`src/apd_pkg.sv`:
```
// Shared constants and types for the alarm priority and dimming controller
package apd_pkg;

  // ----------------------------------------
  // Alarm sources, index equals rank minus one
  // ----------------------------------------
  localparam int NUM_SRC = 20;
  localparam int IDX_W = 5;
  localparam int SRC_LOW_OIL_PRESSURE = 0;
  localparam int SRC_LOW_FUEL_PRESSURE = 1;
  localparam int SRC_HIGH_OIL_TEMP = 2;
  localparam int SRC_CYLINDER_HEAD_TEMP = 3;
  localparam int SRC_TURBINE_INLET_TEMP = 4;
  localparam int SRC_FUEL_LEVEL = 5;
  localparam int SRC_FUEL_LEFT_ALARM = 6;
  localparam int SRC_HIGH_FUEL_PRESSURE = 7;
  localparam int SRC_MANIFOLD_PRESSURE = 8;
  localparam int SRC_SPREAD_ALARM = 9;
  localparam int SRC_SHOCK_COOLING = 10;
  localparam int SRC_ENGINE_SPEED = 11;
  localparam int SRC_LOW_OIL_TEMP = 12;
  localparam int SRC_BUS_VOLTAGE = 13;
  localparam int SRC_HIGH_OIL_PRESSURE = 14;
  localparam int SRC_BUS_CURRENT = 15;
  localparam int SRC_COMPRESSOR_DISCHARGE_TEMP = 16;
  localparam int SRC_FUEL_TIME_LEFT = 17;
  localparam int SRC_EXHAUST_GAS_TEMP = 18;
  localparam int SRC_FUEL_FLOW = 19;

  // Lamp colour per source, a set bit means red, a clear bit yellow
  localparam logic [19:0] RED_MASK = 20'h0001f;

  // ----------------------------------------
  // Register offsets (byte addresses)
  // ----------------------------------------
  localparam logic [4:0] OFF_ACTIVE = 5'h00;
  localparam logic [4:0] OFF_PENDING = 5'h04;
  localparam logic [4:0] OFF_CURRENT = 5'h08;
  localparam logic [4:0] OFF_CTRL = 5'h0c;
  localparam logic [4:0] OFF_LEVEL = 5'h10;
  localparam logic [4:0] OFF_IRQ_STAT = 5'h14;
  localparam logic [4:0] OFF_IRQ_MASK = 5'h18;

  // ----------------------------------------
  // Field positions and reset values
  // ----------------------------------------
  localparam int CUR_VALID_BIT = 8;
  localparam int CUR_RED_BIT = 9;
  localparam int CTRL_MANUAL_BIT = 0;
  localparam int IRQ_NEW_BIT = 0;
  localparam int IRQ_ACK_BIT = 1;
  localparam int IRQ_MAN_BIT = 2;
  localparam int IRQ_W = 3;
  localparam logic [2:0] IRQ_MASK_RST = 3'h0;
  localparam logic [7:0] BRIGHT_MAX = 8'hff;
  localparam logic [7:0] BRIGHT_STEP = 8'h10;

  // ----------------------------------------
  // Timing
  // ----------------------------------------
  localparam int CLK_PERIOD_NS = 8;
  localparam int FLASH_HALF_MS = 250;
  localparam int FLASH_HALF_CYC = FLASH_HALF_MS * 1000000 / CLK_PERIOD_NS;
  localparam int BRIGHT_STEP_US = 1000;
  localparam int BRIGHT_STEP_CYC = BRIGHT_STEP_US * 1000 / CLK_PERIOD_NS;

  typedef enum logic {
    BM_AUTO = 1'b0,
    BM_MANUAL = 1'b1
  } apd_bmode_t;

endpackage

```
`src/apd_prio_enc.sv`:
```
// Fixed-rank priority encoder over the alarm sources
`timescale 1ns/1ps
module apd_prio_enc (
  // Requests
  input wire logic [19:0] req_i,
  // Winner
  output logic [4:0] idx_o,
  output logic valid_o
);

  // Lowest index is the highest rank
  always_comb begin
    idx_o = '0;
    valid_o = 1'b0;
    for (int i = apd_pkg::NUM_SRC - 1; i >= 0; i--) begin
      if (req_i[i]) begin
        idx_o = 5'(i);
        valid_o = 1'b1;
      end
    end
  end

endmodule

```
`src/apd_press_pulse.sv`:
```
// Rising-edge pulse generator for the front buttons
`timescale 1ns/1ps
module apd_press_pulse #(
  parameter int WIDTH = 4
) (
  // Clock and reset
  input wire logic sys_clk_i,
  input wire logic rst_i,
  // Buttons
  input wire logic [WIDTH-1:0] level_i,
  output logic [WIDTH-1:0] pulse_o
);

  logic [WIDTH-1:0] prev;

  // A held button gives one pulse, not one per cycle
  always_ff @(posedge sys_clk_i) begin
    if (rst_i) begin
      prev <= '0;
    end else begin
      prev <= level_i;
    end
  end

  assign pulse_o = level_i & ~prev;

endmodule

```
`src/apd_ctrl.sv`:
```
// Alarm priority, acknowledge, alert lamp and dimming controller
//
// Chosen here: the Avalon-MM register port and the register offsets.
`timescale 1ns/1ps
module apd_ctrl #(
  parameter int unsigned FLASH_HALF_CYC = apd_pkg::FLASH_HALF_CYC,
  parameter int unsigned BRIGHT_STEP_CYC = apd_pkg::BRIGHT_STEP_CYC
) (
  // Clock and reset
  input wire logic sys_clk_i,
  input wire logic rst_i,
  // Avalon-MM slave
  input wire logic [4:0] avs_address_i,
  input wire logic avs_read_i,
  input wire logic avs_write_i,
  input wire logic [31:0] avs_writedata_i,
  input wire logic [3:0] avs_byteenable_i,
  output logic [31:0] avs_readdata_o,
  output logic avs_waitrequest_o,
  // Limit comparators
  input wire logic [19:0] limit_exceeded_i,
  // Pilot buttons and light sensor
  input wire logic step_btn_i,
  input wire logic dim_btn_i,
  input wire logic bright_btn_i,
  input wire logic mode_btn_i,
  input wire logic [7:0] ambient_level_i,
  // Display and lamp
  output logic [19:0] label_flash_o,
  output logic lamp_red_o,
  output logic lamp_yellow_o,
  output logic [2:0] bar_hold_o,
  output logic [7:0] panel_bright_o,
  output logic [7:0] lamp_bright_o,
  output logic manual_mode_o,
  // Interrupt
  output logic irq_o
);

  // ----------------------------------------
  // Helpers
  // ----------------------------------------
  function automatic logic [19:0] idx_bit(input logic [4:0] idx);
    idx_bit = '0;
    idx_bit[idx] = 1'b1;
  endfunction

  function automatic logic [7:0] sat_step(input logic [7:0] lvl, input logic up,
                                          input logic [7:0] amt);
    logic [8:0] sum;
    sum = up ? ({1'b0, lvl} + {1'b0, amt}) : ({1'b0, lvl} - {1'b0, amt});
    if (sum[8]) begin
      sat_step = up ? apd_pkg::BRIGHT_MAX : 8'h00;
    end else begin
      sat_step = sum[7:0];
    end
  endfunction

  // ----------------------------------------
  // Buttons
  // ----------------------------------------
  logic [3:0] press;

  apd_press_pulse #(.WIDTH(4)) u_press (
    .sys_clk_i(sys_clk_i),
    .rst_i(rst_i),
    .level_i({mode_btn_i, bright_btn_i, dim_btn_i, step_btn_i}),
    .pulse_o(press)
  );

  // ----------------------------------------
  // Alarm ranking and acknowledge
  // ----------------------------------------
  logic [19:0] ack;
  logic [19:0] pending;
  logic [19:0] ack_set;
  logic [4:0] enc_idx;
  logic enc_valid;
  logic [4:0] cur_idx;
  logic cur_valid;
  logic [19:0] src_q;

  assign pending = limit_exceeded_i & ~ack;

  apd_prio_enc u_enc (
    .req_i(pending),
    .idx_o(enc_idx),
    .valid_o(enc_valid)
  );

  assign ack_set = (press[0] && cur_valid) ? idx_bit(cur_idx) : '0;

  // An acknowledged source stays quiet until its condition drops
  always_ff @(posedge sys_clk_i) begin
    if (rst_i) begin
      ack <= '0;
    end else begin
      ack <= (ack | ack_set) & limit_exceeded_i;
    end
  end

  always_ff @(posedge sys_clk_i) begin
    if (rst_i) begin
      cur_idx <= '0;
      cur_valid <= 1'b0;
      src_q <= '0;
    end else begin
      cur_idx <= enc_idx;
      cur_valid <= enc_valid;
      src_q <= limit_exceeded_i;
    end
  end

  // ----------------------------------------
  // Flash timing
  // ----------------------------------------
  logic [24:0] flash_cnt;
  logic blink;

  always_ff @(posedge sys_clk_i) begin
    if (rst_i) begin
      flash_cnt <= '0;
      blink <= 1'b1;
    end else if (flash_cnt == 25'(FLASH_HALF_CYC - 1)) begin
      flash_cnt <= '0;
      blink <= ~blink;
    end else begin
      flash_cnt <= flash_cnt + 25'h0000001;
    end
  end

  // ----------------------------------------
  // Labels, lamp and bar graphs
  // ----------------------------------------
  // The lamp stays lit through the flash off phase so it never blinks
  always_ff @(posedge sys_clk_i) begin
    if (rst_i) begin
      label_flash_o <= '0;
      lamp_red_o <= 1'b0;
      lamp_yellow_o <= 1'b0;
    end else begin
      label_flash_o <= (enc_valid && blink) ? idx_bit(enc_idx) : '0;
      lamp_red_o <= enc_valid && apd_pkg::RED_MASK[enc_idx];
      lamp_yellow_o <= enc_valid && !apd_pkg::RED_MASK[enc_idx];
    end
  end

  always_ff @(posedge sys_clk_i) begin
    if (rst_i) begin
      bar_hold_o <= '0;
    end else begin
      bar_hold_o <= {limit_exceeded_i[apd_pkg::SRC_TURBINE_INLET_TEMP],
                     limit_exceeded_i[apd_pkg::SRC_EXHAUST_GAS_TEMP],
                     limit_exceeded_i[apd_pkg::SRC_CYLINDER_HEAD_TEMP]};
    end
  end

  // ----------------------------------------
  // Bus slave
  // ----------------------------------------
  logic wr_fire;
  logic ctrl_wr;
  logic lvl_wr;
  logic stat_wr;
  logic mask_wr;
  logic [31:0] rd_mux;
  logic [31:0] cur_word;
  logic [2:0] irq_stat;
  logic [2:0] irq_mask;
  logic [2:0] irq_evt;
  logic [2:0] next_irq_stat;
  logic [2:0] next_irq_mask;
  apd_pkg::apd_bmode_t bmode;
  apd_pkg::apd_bmode_t next_bmode;
  logic [7:0] bright_lvl;
  logic [7:0] next_lvl;
  logic [16:0] step_cnt;
  logic step_tick;

  // A write lands only at the edge where waitrequest is already low;
  // every writable field sits in byte lane 0
  assign wr_fire = avs_write_i && !avs_waitrequest_o && avs_byteenable_i[0];
  assign ctrl_wr = wr_fire && (avs_address_i == apd_pkg::OFF_CTRL);
  assign lvl_wr = wr_fire && (avs_address_i == apd_pkg::OFF_LEVEL);
  assign stat_wr = wr_fire && (avs_address_i == apd_pkg::OFF_IRQ_STAT);
  assign mask_wr = wr_fire && (avs_address_i == apd_pkg::OFF_IRQ_MASK);

  always_comb begin
    cur_word = {27'h0000000, cur_idx};
    cur_word[apd_pkg::CUR_VALID_BIT] = cur_valid;
    cur_word[apd_pkg::CUR_RED_BIT] = cur_valid && apd_pkg::RED_MASK[cur_idx];
  end

  always_comb begin
    rd_mux = '0;
    case (avs_address_i)
      apd_pkg::OFF_ACTIVE: rd_mux[19:0] = limit_exceeded_i;
      apd_pkg::OFF_PENDING: rd_mux[19:0] = pending;
      apd_pkg::OFF_CURRENT: rd_mux = cur_word;
      apd_pkg::OFF_CTRL: rd_mux[apd_pkg::CTRL_MANUAL_BIT] = (bmode == apd_pkg::BM_MANUAL);
      apd_pkg::OFF_LEVEL: rd_mux[7:0] = bright_lvl;
      apd_pkg::OFF_IRQ_STAT: rd_mux[2:0] = irq_stat;
      apd_pkg::OFF_IRQ_MASK: rd_mux[2:0] = irq_mask;
      default: rd_mux = '0;
    endcase
  end

  // One wait state per transfer: the answer stands at the second edge
  always_ff @(posedge sys_clk_i) begin
    if (rst_i) begin
      avs_waitrequest_o <= 1'b1;
      avs_readdata_o <= '0;
    end else if (avs_waitrequest_o && (avs_read_i || avs_write_i)) begin
      avs_waitrequest_o <= 1'b0;
      if (avs_read_i) begin
        avs_readdata_o <= rd_mux;
      end
    end else begin
      avs_waitrequest_o <= 1'b1;
    end
  end

  // ----------------------------------------
  // Brightness
  // ----------------------------------------
  // Manual mode ignores the light sensor until button 3 is pressed again or CTRL is written with bit 0 clear
  function automatic logic [7:0] track(input logic [7:0] lvl, input logic [7:0] target);
    logic [7:0] gap;
    gap = (target > lvl) ? (target - lvl) : (lvl - target);
    if (gap <= apd_pkg::BRIGHT_STEP) begin
      track = target;
    end else begin
      track = sat_step(lvl, target > lvl, apd_pkg::BRIGHT_STEP);
    end
  endfunction

  assign step_tick = (step_cnt == 17'(BRIGHT_STEP_CYC - 1));

  always_ff @(posedge sys_clk_i) begin
    if (rst_i) begin
      step_cnt <= '0;
    end else if (step_tick) begin
      step_cnt <= '0;
    end else begin
      step_cnt <= step_cnt + 17'h00001;
    end
  end

  always_comb begin
    next_bmode = bmode;
    if (ctrl_wr) begin
      next_bmode = apd_pkg::apd_bmode_t'(avs_writedata_i[apd_pkg::CTRL_MANUAL_BIT]);
    end
    if (press[3]) begin
      next_bmode = (bmode == apd_pkg::BM_AUTO) ? apd_pkg::BM_MANUAL : apd_pkg::BM_AUTO;
    end
  end

  always_comb begin
    next_lvl = bright_lvl;
    if (bmode == apd_pkg::BM_MANUAL) begin
      if (press[1]) begin
        next_lvl = sat_step(bright_lvl, 1'b0, apd_pkg::BRIGHT_STEP);
      end else if (press[2]) begin
        next_lvl = sat_step(bright_lvl, 1'b1, apd_pkg::BRIGHT_STEP);
      end else if (lvl_wr) begin
        next_lvl = avs_writedata_i[7:0];
      end
    end else if (step_tick) begin
      next_lvl = track(bright_lvl, ambient_level_i);
    end
  end

  // Panel and lamp share one level so they can never drift apart
  always_ff @(posedge sys_clk_i) begin
    if (rst_i) begin
      bmode <= apd_pkg::BM_AUTO;
      bright_lvl <= apd_pkg::BRIGHT_MAX;
      panel_bright_o <= apd_pkg::BRIGHT_MAX;
      lamp_bright_o <= apd_pkg::BRIGHT_MAX;
      manual_mode_o <= 1'b0;
    end else begin
      bmode <= next_bmode;
      bright_lvl <= next_lvl;
      panel_bright_o <= next_lvl;
      lamp_bright_o <= next_lvl;
      manual_mode_o <= (next_bmode == apd_pkg::BM_MANUAL);
    end
  end

  // ----------------------------------------
  // Interrupts
  // ----------------------------------------
  // A new event wins over a clear written in the same cycle
  always_comb begin
    irq_evt = '0;
    irq_evt[apd_pkg::IRQ_NEW_BIT] = |(limit_exceeded_i & ~src_q);
    irq_evt[apd_pkg::IRQ_ACK_BIT] = |ack_set;
    irq_evt[apd_pkg::IRQ_MAN_BIT] = press[3] && (bmode == apd_pkg::BM_AUTO);
  end

  assign next_irq_stat = (irq_stat & ~(stat_wr ? avs_writedata_i[2:0] : 3'h0)) | irq_evt;
  assign next_irq_mask = mask_wr ? avs_writedata_i[2:0] : irq_mask;

  always_ff @(posedge sys_clk_i) begin
    if (rst_i) begin
      irq_stat <= '0;
      irq_mask <= apd_pkg::IRQ_MASK_RST;
      irq_o <= 1'b0;
    end else begin
      irq_stat <= next_irq_stat;
      irq_mask <= next_irq_mask;
      irq_o <= |(next_irq_stat & next_irq_mask);
    end
  end

  // ----------------------------------------
  // Checks
  // ----------------------------------------
  lamp_one_colour_a: assert property (@(posedge sys_clk_i) disable iff (rst_i)
    !(lamp_red_o && lamp_yellow_o)) else $error("both lamp colours lit");
  ack_taken_a: assert property (@(posedge sys_clk_i) disable iff (rst_i)
    press[0] && cur_valid && limit_exceeded_i[cur_idx] |=> ack[$past(cur_idx)])
    else $error("acknowledge not recorded");
  next_flash_a: assert property (@(posedge sys_clk_i) disable iff (rst_i)
    ((|ack_set) && (|(pending & ~ack_set))) ##1 $stable(limit_exceeded_i) |=> cur_valid)
    else $error("no next alarm after acknowledge");
  bar_follow_a: assert property (@(posedge sys_clk_i) disable iff (rst_i)
    !$past(rst_i) |->
    bar_hold_o[0] == $past(limit_exceeded_i[apd_pkg::SRC_CYLINDER_HEAD_TEMP])) else $error("bar lost");
  top_rank_a: assert property (@(posedge sys_clk_i) disable iff (rst_i)
    enc_valid |-> pending[enc_idx] && ((pending & (idx_bit(enc_idx) - 20'h00001)) == 20'h00000))
    else $error("higher ranked alarm skipped");
  one_label_a: assert property (@(posedge sys_clk_i) disable iff (rst_i)
    $onehot0(label_flash_o)) else $error("more than one label flashing");
  manual_entry_a: assert property (@(posedge sys_clk_i) disable iff (rst_i)
    press[3] && bmode == apd_pkg::BM_AUTO |=> manual_mode_o) else $error("manual mode not entered");
  bright_pair_a: assert property (@(posedge sys_clk_i) disable iff (rst_i)
    panel_bright_o == lamp_bright_o) else $error("panel and lamp levels differ");
  bright_start_a: assert property (@(posedge sys_clk_i) disable iff (rst_i)
    $past(rst_i) |-> panel_bright_o == apd_pkg::BRIGHT_MAX) else $error("not at full brightness");
  wait_pulse_a: assert property (@(posedge sys_clk_i) disable iff (rst_i)
    !avs_waitrequest_o |=> avs_waitrequest_o) else $error("waitrequest low too long");

  ack_seen_c: cover property (@(posedge sys_clk_i) disable iff (rst_i) |ack_set);
  manual_seen_c: cover property (@(posedge sys_clk_i) disable iff (rst_i) manual_mode_o);
  irq_seen_c: cover property (@(posedge sys_clk_i) disable iff (rst_i) irq_o);
endmodule

```
`config.mk`:
```
export PLATFORM = sky130hd
export DESIGN_NAME = apd_ctrl
export DESIGN_NICKNAME = d
export VERILOG_FILES = /design/src/apd_pkg.sv /design/src/apd_prio_enc.sv /design/src/apd_press_pulse.sv /design/src/apd_ctrl.sv
export SDC_FILE = /design/constraint.sdc
export NUM_CORES = 1
export LEC_CHECK = 0
export BUFFER_PORTS_ARGS = -buffer_cell sky130_fd_sc_hd__buf_4
export CORE_MARGIN = 1
export CORE_UTILIZATION = 50
export DETAILED_ROUTE_END_ITERATION = 8
export PLACE_DENSITY = 0.76
export SYNTH_ARGS = -nofsm -noshare
export SYNTH_HDL_FRONTEND = slang
export SYNTH_HIERARCHICAL = 1
export SYNTH_SLANG_ARGS = --single-unit
export TNS_END_PERCENT = 20
```
`constraint.sdc`:
```
create_clock -name sys_clk_i -period 3.08 [get_ports sys_clk_i]
set_clock_uncertainty 0.1 [all_clocks]
set_input_delay 0.462 -clock sys_clk_i [delete_from_list [all_inputs] [get_ports sys_clk_i]]
set_output_delay 0.462 -clock sys_clk_i [all_outputs]
set_load 0.02 [all_outputs]
```
==> results of run 1 <==
stage by stage:
step,total power [uW],utilization
6_report,4710,0.629
5_1_grt,4880,0.629
4_1_cts,4720,0.627
3_5_place_dp,2700,0.587
3_3_place_gp,2690,0.587
2_1_floorplan,2490,-
power by group through the flow:
stage	sequential, uW	clock, uW	combinational [uW]
after floorplan	2100	0	393
after global placement	2100	0	598
after detailed placement	2100	0	602
after CTS	2050	2060	605
after global routing	2060	2150	673
final	2050	2040	620
cells by family after synthesis:
family                   count (synthesis)  share of synthesized area
flip-flops                             153                      0.400
multiplexers                             9                     0.0124
adder cells (fa/ha/maj)                 21                     0.0363
AO/OA/AOI/OAI                          198                      0.179
buffers and inverters                  101                     0.0640
XOR/XNOR                                44                     0.0504
AND/OR/NAND/NOR                        398                      0.257
other                                    1                   0.000490
Yosys cell counts, types with 3 or more instances:
cell type,count,share of area
clkbuf_1,25,0.012
nor2_1,139,0.068
xnor2_1,14,0.016
or2_1,4,0.0033
nor2b_2,4,0.0046
nand4_1,13,0.011
inv_1,45,0.022
nand2_1,70,0.034
a32o_1,8,0.010
a211oi_1,7,0.0069
o22ai_1,6,0.0049
o211ai_1,7,0.0069
a2111oi_0,6,0.0069
o21ai_0,39,0.026
a31oi_1,3,0.0025
nor3_1,30,0.020
nor2b_1,47,0.038
a22o_1,4,0.0046
nand2b_1,8,0.0065
and2_1,4,0.0033
ha_1,19,0.031
o211a_1,3,0.0039
nor3b_1,5,0.0049
a22oi_1,18,0.018
a32oi_1,4,0.0046
or3_1,7,0.0057
dfxtp_1,153,0.40
mux2i_1,5,0.0065
nor4b_1,3,0.0034
and3_1,14,0.011
mux2_2,4,0.0059
a221oi_1,8,0.0092
xor2_1,30,0.034
nor4_1,11,0.0090
o31ai_1,5,0.0049
a21oi_1,53,0.035
buf_4,25,0.025
nand3_1,24,0.016
timing repair:
| item | 4_1_cts | 5_1_grt |
|---|---|---|
| setup endpoints to repair | 0 | 7 |
| hold buffers | 0 | 0 |
| gates resized for setup | 0 | 8 |
path summary, 6_finish.rpt:
path | start | endpoint | slack, ps | cells after the start
max | bright_lvl[4] | bright_lvl[2] | 140 | 11
min | avs_read_i | avs_waitrequest_o | 160 | 2
max reg2reg | bright_lvl[4] | bright_lvl[2] | 140 | 11
min reg2reg | step_cnt[0] | step_cnt[0] | 350 | 1
final cells by class:
cell class / count / area share
tap: 184 / 0.0248
multi-input combinational: 682 / 0.449
timing repair buffer: 141 / 0.114
sequential: 153 / 0.330
clock buffer: 21 / 0.0507
clock inverter: 11 / 0.0121
inverter: 46 / 0.0186
state kept, by name, summed over array words and instances, names as in the netlist, 3 cells and up, named ones only:
name and count:
flash_cnt 25, ack 20, avs_readdata_o 20, label_flash_o 20
src_q 20, step_cnt 17, bright_lvl 8, cur_idx 5
u_press/prev 4, irq_mask 3, irq_stat 3
layer usage:
metal	GRT usage	part of all wire
met1	0.328	0.43
met2	0.453	0.48
met3	0.0472	0.058
met4	0.134	0.031
met5	0	0
==> flow_summary.json, run 1 <==
{
  "run_status": "finished with violations",
  "failed_checks": "DRC",
  "cap_violations": 0,
  "tightest_slew_ps": 816,
  "avgSynthCellArea_um2": 8.27,
  "design.portCount": 153,
  "hold_violations": 0,
  "design_area_mm2": 0.00928,
  "most_common_cell_after_layout_fill_and_taps_aside": "dfxtp_1",
  "wire_length_of_the_first_global_routing_pass_um": 33300,
  "tritoncts": "yes",
  "gr-usage-all-layers": 0.268,
  "buffer_ports.inserted": 113,
  "synth_enable_flop_cells": 0,
  "drt-vias-per-instance": 5.71,
  "maximum_number_of_pins_on_one_net_before_global_route_repair": 43,
  "crit_slowest_cell": "or4b_1",
  "power.static_leakage_uw": 0.00384,
  "cpLargestDelayFamily": "compound AO/OA/AOI/OAI gates",
  "setup_total_negative_slack_ps": 0,
  "cellPowerDensity_mw_per_mm2": 508,
  "cts_setup_buffers": 0,
  "timing.critical_path.slowest_cell_delay_ps": 510,
  "layout.cells.non_filler": 1238,
  "dpl_worst_slack_ps": -74.3,
  "path_cells": "inv_1 -> ha_1 -> or4b_1 -> o31ai_1 -> a221o_1 -> a311oi_2 -> nand4_2 -> buf_4 -> o2bb2ai_1 -> a2111oi_1 -> a22oi_1",
  "criticalPathCategory": "flop to flop",
  "initial_util": 0.518,
  "synthCells": 925,
  "cp-start-kind": "flop",
  "multi_input_area_mm2": 0.00417,
  "numCtsBuffers": 17,
  "grt.overflow.total": 0,
  "ant_nets": 0,
  "fp-row-count": 44,
  "final-seq-area_mm2": 0.00306,
  "post-place-cells": 1206,
  "cp_max_fo": 6,
  "total_switching_power_uw": 1250,
  "post_drt_wl_per_cell_um": 16.9,
  "drt_first_pass_iters": 9,
  "place_congestion": 0.914,
  "setup.worst_path.end_class": "flop",
  "cts.reportedPaths.clkPinSlew_ps": 60,
  "slew_headroom": 0.455,
  "die_area_mm2": 0.0158,
  "clock_power_share": 0.433,
  "rsz0062_at_grt": "true",
  "die_x_um": 126,
  "grt_pass1_vias": 6636,
  "most-common-layout-cells": "dfxtp_1, buf_4, nor2_1, nand2_1, a21oi_1",
  "vdd.ir_drop.worst_mv": 0.401,
  "synth_cell_type_count": 80,
  "placed_area_mm2": 0.00866,
  "report.final.setup_viol": 0,
  "hpwlAfterDp_um": 15600,
  "detail_route.iter0.violations": 555,
  "seq_area_frac_synth": 0.400,
  "drt_drc_violations_left": 7,
  "areaGrowthSynthToFinish_pct": 21.2,
  "h_tree_depth": 4,
  "synth_top_flop_cell": "dfxtp_1",
  "internal_power_uw": 3460,
  "ys.warnings.count": 6,
  "clock_tree.root_cell": "clkbuf_16",
  "switching_portion_of_total_power": 0.266,
  "clock_sinks": 153,
  "antenna_cells": 0,
  "maxClockFrequency_mhz": 340,
  "synthesis.area_mm2": 0.00765,
  "worstPathArrival_ps": 3130,
  "sequentialPowerShare": 0.436,
  "finalWorstPathRequiredPeriod_ps": 2940,
  "final-max-slew-violation-count": 0,
  "required_ps": 3270,
  "via_count": 7075,
  "fin_ws_ps": 140,
  "design.core.area_mm2": 0.0148,
  "final.fill_count": 1297,
  "die_y_um": 126,
  "async_flop_share": 0,
  "layout_worst_path_cycle_share": 0.955,
  "initial_antenna_violation_count": 0,
  "clock_latency_ps": 430,
  "combPwrFrac": 0.131,
  "post_synthesis_sequential_element_count": 153,
  "cts.path.max_buffers": 2,
  "route.final.wire_length_um": 20900,
  "worst-path-buf-inv": 2,
  "fin_hold_ws_ps": 165,
  "post_route_cells_drive_above_1_share": 0.193,
  "fin_nets": 1139,
  "timing.hold.worst.class": "primary input to flop"
}
No activity file was read; power rests on OpenSTA's default activity.
==> run 2, diff against run 1 <==
--- a/config.mk
+++ b/config.mk
@@ -6,6 +6,7 @@
 export NUM_CORES = 1
 export LEC_CHECK = 0
 export BUFFER_PORTS_ARGS = -buffer_cell sky130_fd_sc_hd__buf_4
+export CORE_ASPECT_RATIO = 1.75
 export CORE_MARGIN = 1
 export CORE_UTILIZATION = 50
 export DETAILED_ROUTE_END_ITERATION = 8
==> run 2 against run 1 <==
  * The run now ends clean
  * Register-to-register slack lost 20 ps
  * Combinational power about the same
  * Sequential power about the same
  * Design area rose by 0.43%
==> flow_summary.json, run 2 (synthesis results as in run 1) <==
{
  "worst-path-buf-inv": 1,
  "cts.reportedPaths.clkPinSlew_ps": 60,
  "cellPowerDensity_mw_per_mm2": 516,
  "vdd.ir_drop.worst_mv": 0.386,
  "h_tree_depth": 4,
  "cap_violations": 0,
  "drt_drc_violations_left": 0,
  "internal_power_uw": 3550,
  "dpl_worst_slack_ps": -87.1,
  "cts_setup_buffers": 0,
  "cts.path.max_buffers": 2,
  "most-common-layout-cells": "dfxtp_1, buf_4, nor2_1, nand2_1, a21oi_1",
  "placed_area_mm2": 0.00869,
  "required_ps": 3320,
  "gr-usage-all-layers": 0.272,
  "fin_nets": 1143,
  "ant_nets": 0,
  "setup.worst_path.end_class": "flop",
  "finalWorstPathRequiredPeriod_ps": 2960,
  "die_y_um": 166,
  "place_congestion": 0.937,
  "maxClockFrequency_mhz": 338,
  "fp-row-count": 59,
  "tritoncts": "yes",
  "sequentialPowerShare": 0.428,
  "crit_slowest_cell": "fa_1",
  "worstPathArrival_ps": 3200,
  "final-max-slew-violation-count": 0,
  "criticalPathCategory": "flop to flop",
  "cp_max_fo": 4,
  "design.portCount": 153,
  "fin_hold_ws_ps": 163,
  "setup_total_negative_slack_ps": 0,
  "hpwlAfterDp_um": 16000,
  "largest_register_ffs": 25,
  "wire_length_of_the_first_global_routing_pass_um": 33500,
  "slew_headroom": 0.469,
  "post_drt_wl_per_cell_um": 17.1,
  "die_x_um": 95.5,
  "clock_sinks": 153,
  "layout_worst_path_cycle_share": 0.960,
  "path_cells": "inv_1 -> ha_1 -> fa_1 -> and2b_4 -> o221ai_2 -> mux2i_1 -> o211ai_2 -> o31a_1 -> a311o_1 -> a31o_1 -> a22oi_1",
  "design.core.area_mm2": 0.0149,
  "cpLargestDelayFamily": "compound AO/OA/AOI/OAI gates",
  "utilization": 0.625,
  "fin_ws_ps": 122,
  "switching_portion_of_total_power": 0.260,
  "buffer_ports.inserted": 113,
  "report.final.setup_viol": 0,
  "cp-start-kind": "flop",
  "drt-vias-per-instance": 5.75,
  "total_switching_power_uw": 1250,
  "largest_register": "flash_cnt",
  "route.final.wire_length_um": 21200,
  "design_area_mm2": 0.00932,
  "areaGrowthSynthToFinish_pct": 21.8,
  "hold_violations": 0,
  "drt_first_pass_iters": 8,
  "holdBufCountCts": 0,
  "final.fill_count": 1344,
  "clock_tree.root_cell": "clkbuf_16",
  "post_route_cells_drive_above_1_share": 0.194,
  "die_area_mm2": 0.0158,
  "maximum_number_of_pins_on_one_net_before_global_route_repair": 31,
  "combPwrFrac": 0.129,
  "grt_pass1_vias": 7102,
  "most_common_cell_after_layout_fill_and_taps_aside": "dfxtp_1",
  "tightest_slew_ps": 790,
  "clock_latency_ps": 420,
  "timing.critical_path.slowest_cell_delay_ps": 390,
  "rsz0062_at_grt": "false",
  "clock_power_share": 0.444,
  "antenna_cells": 0,
  "run_status": "completed",
  "via_count": 7120,
  "grt.overflow.total": 0,
  "timing.hold.worst.class": "primary input to flop",
  "initial_util": 0.513,
  "detail_route.iter0.violations": 294,
  "numCtsBuffers": 17,
  "power.static_leakage_uw": 0.00387,
  "initial_antenna_violation_count": 0
}
==> run 2: cell types whose count changed in the layout (fill, tap and decap cells not counted), moves of 2 or more <==
cell / change
bufinv_16: +2
clkinv_4: -2
buf_4: +4
dfxtp_1: -2
clkbuf_8: -3
==> run 2: metrics by stage <==
| stage | instances | total power [uW] |
|---|---|---|
| after detailed placement | 1209 | 2700 |
| after global routing | 1239 | 4960 |
| after floorplan | 936 | 2490 |
| final | 1239 | 4800 |
| after CTS | 1239 | 4820 |
| after global placement | 1209 | 2690 |
==> run 2: cell type report <==
| class | instances | area (um2) | share of cell area |
|---|---|---|---|
| Clock inverter | 12 | 168 | 0.0180 |
| Clock buffer | 18 | 429 | 0.0461 |
| Multi-Input combinational cell | 682 | 4160 | 0.447 |
| Timing Repair Buffer | 145 | 1090 | 0.117 |
| Sequential cell | 153 | 3070 | 0.329 |
| Tap cell | 183 | 229 | 0.0246 |
| Inverter | 46 | 173 | 0.0185 |
==> run 2: worst reg2reg max path: cells and delay by family (launching register included) <==
family,cells,cell delay [ps]
buf+inv,1,50
flops,1,360
simple gates,1,280
compound gates,6,1300
mux,1,190
fa+ha+maj,2,590
==> run 2: per-layer routing <==
| layer | track usage | vias to the layer above | part of all wire |
|---|---|---|---|
| met5 | 0 | - | 0 |
| met4 | 0.158 | 0 | 0.053 |
| met3 | 0.0482 | 87 | 0.046 |
| met2 | 0.507 | 258 | 0.54 |
| met1 | 0.269 | 3321 | 0.36 |
| li1 | - | 3454 | - |
==> run 2: power groups by stage <==
stage | clock, uW | sequential [uW] | combinational, uW
6_report | 2130 | 2060 | 618
5_1_grt | 2230 | 2060 | 671
4_1_cts | 2160 | 2050 | 606
3_3_place_gp | 0 | 2100 | 596
3_5_place_dp | 0 | 2100 | 602
2_1_floorplan | 0 | 2100 | 393
==> run 2: final timing paths <==
check                      from           endpoint  slack [ps]  cells past startpoint
setup / recovery  bright_lvl[0]      bright_lvl[1]         120                     11
setup reg to reg  bright_lvl[0]      bright_lvl[1]         120                     11
hold reg to reg     step_cnt[0]        step_cnt[0]         360                      1
hold / removal      avs_write_i  avs_waitrequest_o         160                      2
==> run 2: repair_timing <==
item,4_1_cts,5_1_grt
endpoints found under the setup margin,0,7
resized for setup,0,8
hold endpoints to repair,0,0
